`src/ssg_pkg.sv`:
```
package ssg_pkg;
  localparam int unsigned CLK_HZ = 100000000;
  localparam int unsigned FAST_PERIOD_MS = 1000;
  localparam int unsigned FAST_ON_MS = 500;
  localparam int unsigned SLOW_PERIOD_MS = 3000;
  localparam int unsigned SLOW_ON_MS = 300;
  localparam int unsigned CYC_PER_MS = CLK_HZ / 1000;
  localparam int unsigned FAST_PERIOD_CYC = FAST_PERIOD_MS * CYC_PER_MS;
  localparam int unsigned FAST_ON_CYC = FAST_ON_MS * CYC_PER_MS;
  localparam int unsigned SLOW_PERIOD_CYC = SLOW_PERIOD_MS * CYC_PER_MS;
  localparam int unsigned SLOW_ON_CYC = SLOW_ON_MS * CYC_PER_MS;
  localparam int unsigned CNT_W = 32;
  localparam int unsigned TONE_W = 16;
  localparam int unsigned GPIO_N = 8;
  localparam logic [1:0] LED_MODE_OFF = 2'h0;
  localparam logic [1:0] LED_MODE_ON = 2'h2;
  localparam logic [3:0] SIM_SEL_OFF = 4'h0;
  localparam logic [3:0] SIM_SEL_MAX = 4'h8;

  typedef enum logic [1:0] {
    NET_OFF,
    NET_SEARCH,
    NET_REGISTERED,
    NET_CALL
  } ssg_net_t;
endpackage

```
`src/ssg_if.sv`:
```
`timescale 1ns/10ps
interface ssg_if;
  import ssg_pkg::*;
  logic [CNT_W-1:0] period;
  logic [CNT_W-1:0] on_time;
  logic restart;
  logic run;
  logic wave;
  modport ctrl (output period, output on_time, output restart, output run, input wave);
  modport gen (input period, input on_time, input restart, input run, output wave);
endinterface

```
`src/ssg_wave_gen.sv`:
```
`timescale 1ns/10ps
module ssg_wave_gen
  import ssg_pkg::*;
(
  input wire logic clk_sys_in,
  input wire logic rst_in,
  ssg_if.gen wif
);
  typedef struct packed {
    logic [CNT_W-1:0] cnt;
    logic wave;
  } ssg_wst_t;

  ssg_wst_t st_q;
  ssg_wst_t st_d;

  always_comb
  begin
    st_d = st_q;
    if (!wif.run || wif.restart)
    begin
      st_d.cnt = '0;
    end
    else if (st_q.cnt + 32'h1 >= wif.period)
    begin
      st_d.cnt = '0;
    end
    else
    begin
      st_d.cnt = st_q.cnt + 32'h1;
    end
    st_d.wave = wif.run && (st_d.cnt < wif.on_time);
  end

  always_ff @(posedge clk_sys_in or posedge rst_in)
  begin
    if (rst_in)
    begin
      st_q <= '0;
    end
    else
    begin
      st_q <= st_d;
    end
  end

  assign wif.wave = st_q.wave;
endmodule // ssg_wave_gen

```
`src/ssg_status_outputs.sv`:
```
`timescale 1ns/10ps
module ssg_status_outputs
  import ssg_pkg::*;
(
  input wire logic clk_sys_in,
  input wire logic rst_in,
  input wire logic alarm_enable_in,
  input wire logic alarm_start_in,
  input wire logic alarm_clear_in,
  input wire logic buzzer_enable_in,
  input wire logic tone_play_in,
  input wire logic [TONE_W-1:0] tone_half_period_in,
  input wire logic [1:0] indicator_mode_command_in,
  input wire logic [1:0] net_status_in,
  input wire logic [3:0] sim_detect_pin_select_command_in,
  input wire logic [GPIO_N-1:0] gpio_pad_in,
  output logic alarm_pad_out,
  output logic buzzer_pad_out,
  output logic network_status_lamp_out,
  output logic indicator_active_out,
  output logic sim_presence_detect_out,
  output logic [3:0] sim_select_readback_out
);
  typedef struct packed {
    logic alarm;
    logic [TONE_W-1:0] tone_cnt;
    logic tone;
    logic led_en;
    ssg_net_t net;
    logic [3:0] sim_sel;
    logic [GPIO_N-1:0] pad_s1;
    logic [GPIO_N-1:0] pad_s2;
    logic sim_det;
    logic led_pin;
  } ssg_st_t;

  ssg_st_t st_q;
  ssg_st_t st_d;
  ssg_if wif ();

  ssg_wave_gen u_wave (
    .clk_sys_in(clk_sys_in),
    .rst_in(rst_in),
    .wif(wif)
  );

  logic lamp;
  logic [3:0] sel_idx;

  always_comb
  begin
    st_d = st_q;
    lamp = 1'b0;
    sel_idx = 4'h0;
    // Alarm: start beats clear in the same cycle
    if (!alarm_enable_in)
    begin
      st_d.alarm = 1'b0;
    end
    else if (alarm_start_in)
    begin
      st_d.alarm = 1'b1;
    end
    else if (alarm_clear_in)
    begin
      st_d.alarm = 1'b0;
    end
    // Buzzer square wave, half period set by tone
    if (!buzzer_enable_in || !tone_play_in)
    begin
      st_d.tone_cnt = '0;
      st_d.tone = 1'b0;
    end
    else if (st_q.tone_cnt + 16'h1 >= tone_half_period_in)
    begin
      st_d.tone_cnt = '0;
      st_d.tone = !st_q.tone;
    end
    else
    begin
      st_d.tone_cnt = st_q.tone_cnt + 16'h1;
    end
    // Indicator mode: only 2 enables, 0 releases
    if (indicator_mode_command_in == LED_MODE_ON)
    begin
      st_d.led_en = 1'b1;
    end
    else if (indicator_mode_command_in == LED_MODE_OFF)
    begin
      st_d.led_en = 1'b0;
    end
    st_d.net = ssg_net_t'(net_status_in);
    unique case (st_q.net)
      NET_OFF: lamp = 1'b0;
      NET_SEARCH: lamp = wif.wave;
      NET_REGISTERED: lamp = wif.wave;
      NET_CALL: lamp = 1'b1;
    endcase
    st_d.led_pin = st_q.led_en ? !lamp : 1'b0;
    // Detect select, out of range values ignored
    if (sim_detect_pin_select_command_in <= SIM_SEL_MAX)
    begin
      st_d.sim_sel = sim_detect_pin_select_command_in;
    end
    st_d.pad_s1 = gpio_pad_in;
    st_d.pad_s2 = st_q.pad_s1;
    sel_idx = st_q.sim_sel - 4'h1;
    if (st_q.sim_sel == SIM_SEL_OFF)
    begin
      st_d.sim_det = 1'b0;
    end
    else
    begin
      st_d.sim_det = st_q.pad_s2[sel_idx[2:0]];
    end
  end

  always_comb
  begin
    wif.run = st_q.led_en && (st_q.net == NET_SEARCH || st_q.net == NET_REGISTERED);
    wif.restart = (st_d.net != st_q.net) || (st_d.led_en != st_q.led_en);
    if (st_q.net == NET_REGISTERED)
    begin
      wif.period = CNT_W'(SLOW_PERIOD_CYC);
      wif.on_time = CNT_W'(SLOW_ON_CYC);
    end
    else
    begin
      wif.period = CNT_W'(FAST_PERIOD_CYC);
      wif.on_time = CNT_W'(FAST_ON_CYC);
    end
  end

  always_ff @(posedge clk_sys_in or posedge rst_in)
  begin
    if (rst_in)
    begin
      st_q <= '0;
    end
    else
    begin
      st_q <= st_d;
    end
  end

  assign alarm_pad_out = st_q.alarm;
  assign buzzer_pad_out = st_q.tone;
  assign network_status_lamp_out = st_q.led_pin;
  assign indicator_active_out = st_q.led_en;
  assign sim_presence_detect_out = st_q.sim_det;
  assign sim_select_readback_out = st_q.sim_sel;
endmodule // ssg_status_outputs

```
`config.mk`:
```
export PLATFORM = sky130hd
export DESIGN_NAME = ssg_status_outputs
export DESIGN_NICKNAME = d
export VERILOG_FILES = /design/src/ssg_pkg.sv /design/src/ssg_if.sv /design/src/ssg_wave_gen.sv /design/src/ssg_status_outputs.sv
export SDC_FILE = /design/constraint.sdc
export NUM_CORES = 1
export LEC_CHECK = 0
export BUFFER_PORTS_ARGS = -buffer_cell sky130_fd_sc_hd__buf_2
export CAP_MARGIN = 20
export CORE_MARGIN = 3
export CORE_UTILIZATION = 53
export CTS_BUF_LIST = sky130_fd_sc_hd__clkbuf_4 sky130_fd_sc_hd__clkbuf_8 sky130_fd_sc_hd__clkbuf_16
export DETAILED_ROUTE_END_ITERATION = 8
export GPL_ROUTABILITY_DRIVEN = 0
export HOLD_SLACK_MARGIN = 0.03
export PLACE_DENSITY_LB_ADDON = 0.15
export SETUP_SLACK_MARGIN = 0.5
export SLEW_MARGIN = 20
export SYNTH_ARGS = -nofsm -noshare
export SYNTH_HDL_FRONTEND = slang
export SYNTH_SLANG_ARGS = --single-unit
```
`constraint.sdc`:
```
create_clock -name clk_sys_in -period 4.69 [get_ports clk_sys_in]
set_input_delay 0 -clock clk_sys_in [delete_from_list [all_inputs] [get_ports clk_sys_in]]
set_output_delay 0 -clock clk_sys_in [all_outputs]
set_load 0.01 [all_outputs]
```
==> results <==
- The run finished with clean final reports.
- The power dissipated by switching net loads is about 0.35 mW.
- The fmax is between 200 and 250 MHz.
- The die is 98.96 µm tall.
- The clock transition at the register clock pins on the worst setup and hold paths after CTS is around 0.08 ns.
- The clock latency at the later pin of the worst-skew pair is 0.35 ns.
- The number of diodes added for antenna fixing is 0.
- Setup violations remaining at the end of the flow were counted as 0.
- From synthesis to final layout, the design area changed by 30.93%.
- The final number of hold-violating endpoints was 0.
- Setup repair after global routing could not meet its margin everywhere.
- The capture instance of the worst register-to-register path is u_wave.wif.wave$_DFF_PP0_.
- The I/O pin total is between 40 and 50.
- Along the worst path, the maximum fanout reaches 5.
- The clock skew is 0.009677 ns.
- By area the synthesized netlist is led by sky130_fd_sc_hd__dfrtp_1 (42%), sky130_fd_sc_hd__ha_1 (11%), sky130_fd_sc_hd__xnor2_1 (5.0%).
- The maximum ir drop on the vdd rail is between 0.00015 and 0.0002 V.
- Data on the critical path is required at its endpoint by between 4 and 5 ns.
- The part of the Yosys area used for sequential elements is 0.4153.
- The final layout net count is 660.
- The total global routing overflow is 0.
- Setup total negative slack on the finished layout was measured at 0 ns.
- The core occupancy in the finished layout is 0.7224.
- Of the available clock period, the critical path in the final layout requires 0.9674.
- The share of total power dissipated in the clock network is 0.380.
- The depth of the most critical reg-to-reg path is 19.
- Of the total power, combinational logic draws 0.112.
- The combined area of the multi-input logic cells is 2671 µm².
- The number of fillers in the final layout is 573.
- During synthesis, Yosys emitted a total of 0 warnings.
- The worst-case register-to-register setup slack is between 0.15 and 0.2 ns.
- The arrival time reported for the critical path endpoint is 4.83 ns.
- The max-slew headroom at the worst pin is 0.3797.
- In the final routed layout, each cell accounts on average for between 15 and 20 µm.
- The synthesized netlist occupies a cell area of ~4600 µm².
- The starting density of the core is 0.5518.
- Dividing the synthesized area by the synthesized cell count gives between 10 and 15 µm².
- In the routed design, unresolved DRC markers number 0.
- The number of cells on the worst hold path is 5.
- Using the TritonRoute via totals, the vias-per-cell ratio works out to between 5 and 6.
- The residual antenna-violating net count after detailed routing is 0.
- After the first detailed-routing iteration, the DRC count stood at 195.
- TritonCTS created 9 clock buffers.
- The synthesized instance count is roughly 450.
- The first global-routing pass estimated 18.08 mm of wire.
- The detailed router placed around 3,900 vias in this run.
- Summed over all layers, the routed wires come to between 10 and 15 mm.
- The worst setup path is captured at a flop.
- In the final layout, the share of cells above drive strength 1 is 0.3294.
- The path class of the tightest hold or removal check is input pin to flop.
- The global router's overall resource usage is 0.2306.
- In the final layout, flip-flops and latches occupy 1906 µm².
- The share of flip-flops with an asynchronous set or reset is 1.000.
- STA classifies the critical path startpoint as a flop.
- The sequential share of power is 0.508.
- The pin count of the biggest net entering global routing is between 70 and 80.
- The share of synthesized area in the top cell type comes to 0.4153.
- The detailed placement HPWL is 7.213 mm.
- Of the total power, the share spent switching nets is 0.2591.
- The first detailed-routing pass ran for 5 iterations.
- TritonCTS built the clock tree.
- The number of synthesized flops with an enable pin is 0.
- The main flop type after synthesis is sky130_fd_sc_hd__dfrtp_1.
- The chip width is 98.96 µm.
- Subtracting the final worst setup slack from the clock period gives approximately 4.5 ns.
- The die covers about 9800 µm².
- The tree is rooted in a sky130_fd_sc_hd__clkbuf_8.
- The total power density per cell area is around 230 nW/µm².
- The number of levels the H-tree was split into is 3.
- The leakage power of the design is 2.807 nW.
- By startpoint and endpoint, the worst setup path is classified as flop to flop.
- Max-cap violations in this run came to 0.
- The row count is 33.
- After floorplanning, the core was sized to cover about 8300 µm².
- The via count of the first global-routing pass is between 3,000 and 4,000.
- Port buffering added 47 buffers.
- The final worst hold slack is 0.1216 ns.
- In this run the critical register-to-register path is launched from u_wave.st_q[9]$_DFF_PP0_.
- The count of final max-slew check failures was 0.
- After synthesis the netlist holds a flip-flop and latch count of 76.
- The library cell with the largest summed area after synthesis is sky130_fd_sc_hd__dfrtp_1.
- The maximum buffer depth of the clock tree is 2.
- The tree built by TritonCTS fans out to 76 sinks.
- Cell internal power was estimated by the tool at 1.007 mW.
- The number of different library cells used by synthesis comes to 60.
- At the pin with the least slew margin, the transition time is a little over 0.9 ns.
- In this run the worst setup path begins at u_wave.st_q[9]$_DFF_PP0_.
- The number of antenna violations at the first check in global routing is 0.
- The startpoint of the worst hold path is tone_play_in.
- The worst hold path terminates at buzzer_pad_out$_DFFE_PP0P_.
==> synthesized netlist by cell type, drive strengths merged, types with 5 or more instances <==
library cell	number
nor4	9
dfrtp	76
a21o	5
o21a	5
nand2	18
xnor2	27
o21ai	11
and3	8
nor2b	9
nor2	37
and4	6
a21boi	15
xor2	16
a31oi	6
a21oi	15
nand4	14
or2	6
nor3	7
inv	37
buf	13
ha	40
or3	5
nand3	22
==> cell type report <==
| type | instances | area share |
|---|---|---|
| clock buffer | 9 | 0.02066 |
| timing repair buffer | 130 | 0.1569 |
| sequential | 76 | 0.3178 |
| multi-input combinational | 327 | 0.4455 |
| clock inverter | 7 | 0.01398 |
| inverter | 37 | 0.02316 |
| tap | 105 | 0.02191 |
==> registers in the layout, summed over array words and instances (netlist names) <==
name / cells
u_wave.st_q: 32
u_wave.wif.wave: 1
buzzer_pad_out: 1
sim_select_readback_out: 4
network_status_lamp_out: 1
st_d: 8
sim_presence_detect_out: 1
st_q: 26
indicator_active_out: 1
alarm_pad_out: 1
==> per-stage QoR <==
| step | setup slack (ns) | total power, mW | area [µm²] | cells |
|---|---|---|---|---|
| 2_1_floorplan | 0.4499 | 0.7820 | 4705 | 456 |
| 3_3_place_gp | 0.06664 | 0.8217 | 5121 | 613 |
| 3_5_place_dp | 0.05481 | 0.8253 | 5121 | 613 |
| 4_1_cts | 0.1668 | 1.366 | 5816 | 679 |
| 5_1_grt | 0.01878 | 1.418 | 5996 | 691 |
| 6_report | 0.1529 | 1.359 | 5996 | 691 |
==> kinds of logic after synthesis <==
logic type,after synthesis,share of synthesized area
AO/OA/AOI/OAI,83,0.1251
XOR/XNOR,43,0.08388
adder cells (fa/ha/maj),40,0.1093
buffers and inverters,53,0.05464
flip-flops,76,0.4153
multiplexers,3,0.01229
other,1,0.0008189
AND/OR/NAND/NOR,155,0.1986
==> what timing repair did <==
action | CTS | global route
endpoints found under the setup margin | 1 | 1
hold buffers | 22 | 0
buffers inserted | 28 | 12
hold endpoints to repair | 92 | 0
gates resized for setup | 14 | 20
pin swaps | 13 | 22
==> power by group through the flow <==
stage                     combinational (mW)  clock (mW)  sequential [mW]
final                                  0.152       0.516            0.690
after CTS                              0.148       0.529            0.690
after global placement                 0.120           0            0.702
after floorplan                       0.0798           0            0.702
after global routing                   0.170       0.555            0.693
after detailed placement               0.123           0            0.703
==> cells in the final DEF (no fill, tap or decap), types with 9 or more instances in the layout <==
cell | synthesis | layout
sky130_fd_sc_hd__ha_1 | 40 | 34
sky130_fd_sc_hd__dlygate4sd3_1 | 0 | 22
sky130_fd_sc_hd__nand4_1 | 12 | 12
sky130_fd_sc_hd__buf_4 | 4 | 56
sky130_fd_sc_hd__xor2_1 | 16 | 14
sky130_fd_sc_hd__a21oi_1 | 14 | 13
sky130_fd_sc_hd__dfrtp_1 | 76 | 73
sky130_fd_sc_hd__nand3_1 | 22 | 19
sky130_fd_sc_hd__a21boi_0 | 15 | 15
sky130_fd_sc_hd__inv_1 | 37 | 34
sky130_fd_sc_hd__clkbuf_8 | 0 | 9
sky130_fd_sc_hd__nand2_1 | 18 | 16
sky130_fd_sc_hd__buf_2 | 5 | 47
sky130_fd_sc_hd__nor2_1 | 26 | 25
sky130_fd_sc_hd__nor2_2 | 11 | 11
sky130_fd_sc_hd__xnor2_1 | 26 | 25
==> routing by layer <==
metal,vias to the layer above,GRT usage,routed length (µm)
li1,1861,-,-
met1,1871,0.3024,4903
met2,144,0.3714,5376
met3,36,0.05379,691
met4,0,0.08929,320
met5,-,0,0
==> worst max-delay path, cell delays in order, from the launching register on <==
cell and delay (ns):
sky130_fd_sc_hd__dfrtp_1 0.38, sky130_fd_sc_hd__nand4_1 0.22, sky130_fd_sc_hd__or3_4 0.46, sky130_fd_sc_hd__nor2_4 0.13, sky130_fd_sc_hd__nand3_2 0.11, sky130_fd_sc_hd__xor2_2 0.20, sky130_fd_sc_hd__inv_1 0.12, sky130_fd_sc_hd__ha_4 0.17
sky130_fd_sc_hd__o21a_1 0.22, sky130_fd_sc_hd__or3_4 0.42, sky130_fd_sc_hd__a31o_4 0.23, sky130_fd_sc_hd__buf_12 0.13, sky130_fd_sc_hd__nor2b_4 0.12, sky130_fd_sc_hd__ha_4 0.22, sky130_fd_sc_hd__a2111oi_4 0.37, sky130_fd_sc_hd__o211ai_1 0.14
sky130_fd_sc_hd__a31oi_1 0.17, sky130_fd_sc_hd__o31ai_1 0.09, sky130_fd_sc_hd__a2111oi_1 0.37, sky130_fd_sc_hd__o21a_1 0.19
==> how the worst max path moves through the flow <==
stage	cells past startpoint	slack [ns]	to
global route	19	0.02	u_wave.wif.wave$_DFF_PP0_
CTS	30	0.17	u_wave.wif.wave$_DFF_PP0_
global placement	20	0.07	u_wave.wif.wave$_DFF_PP0_
floorplan	21	0.45	u_wave.wif.wave$_DFF_PP0_
detailed placement	22	0.05	u_wave.wif.wave$_DFF_PP0_
finish	19	0.15	u_wave.wif.wave$_DFF_PP0_
No activity file was read; power rests on OpenSTA's default activity.
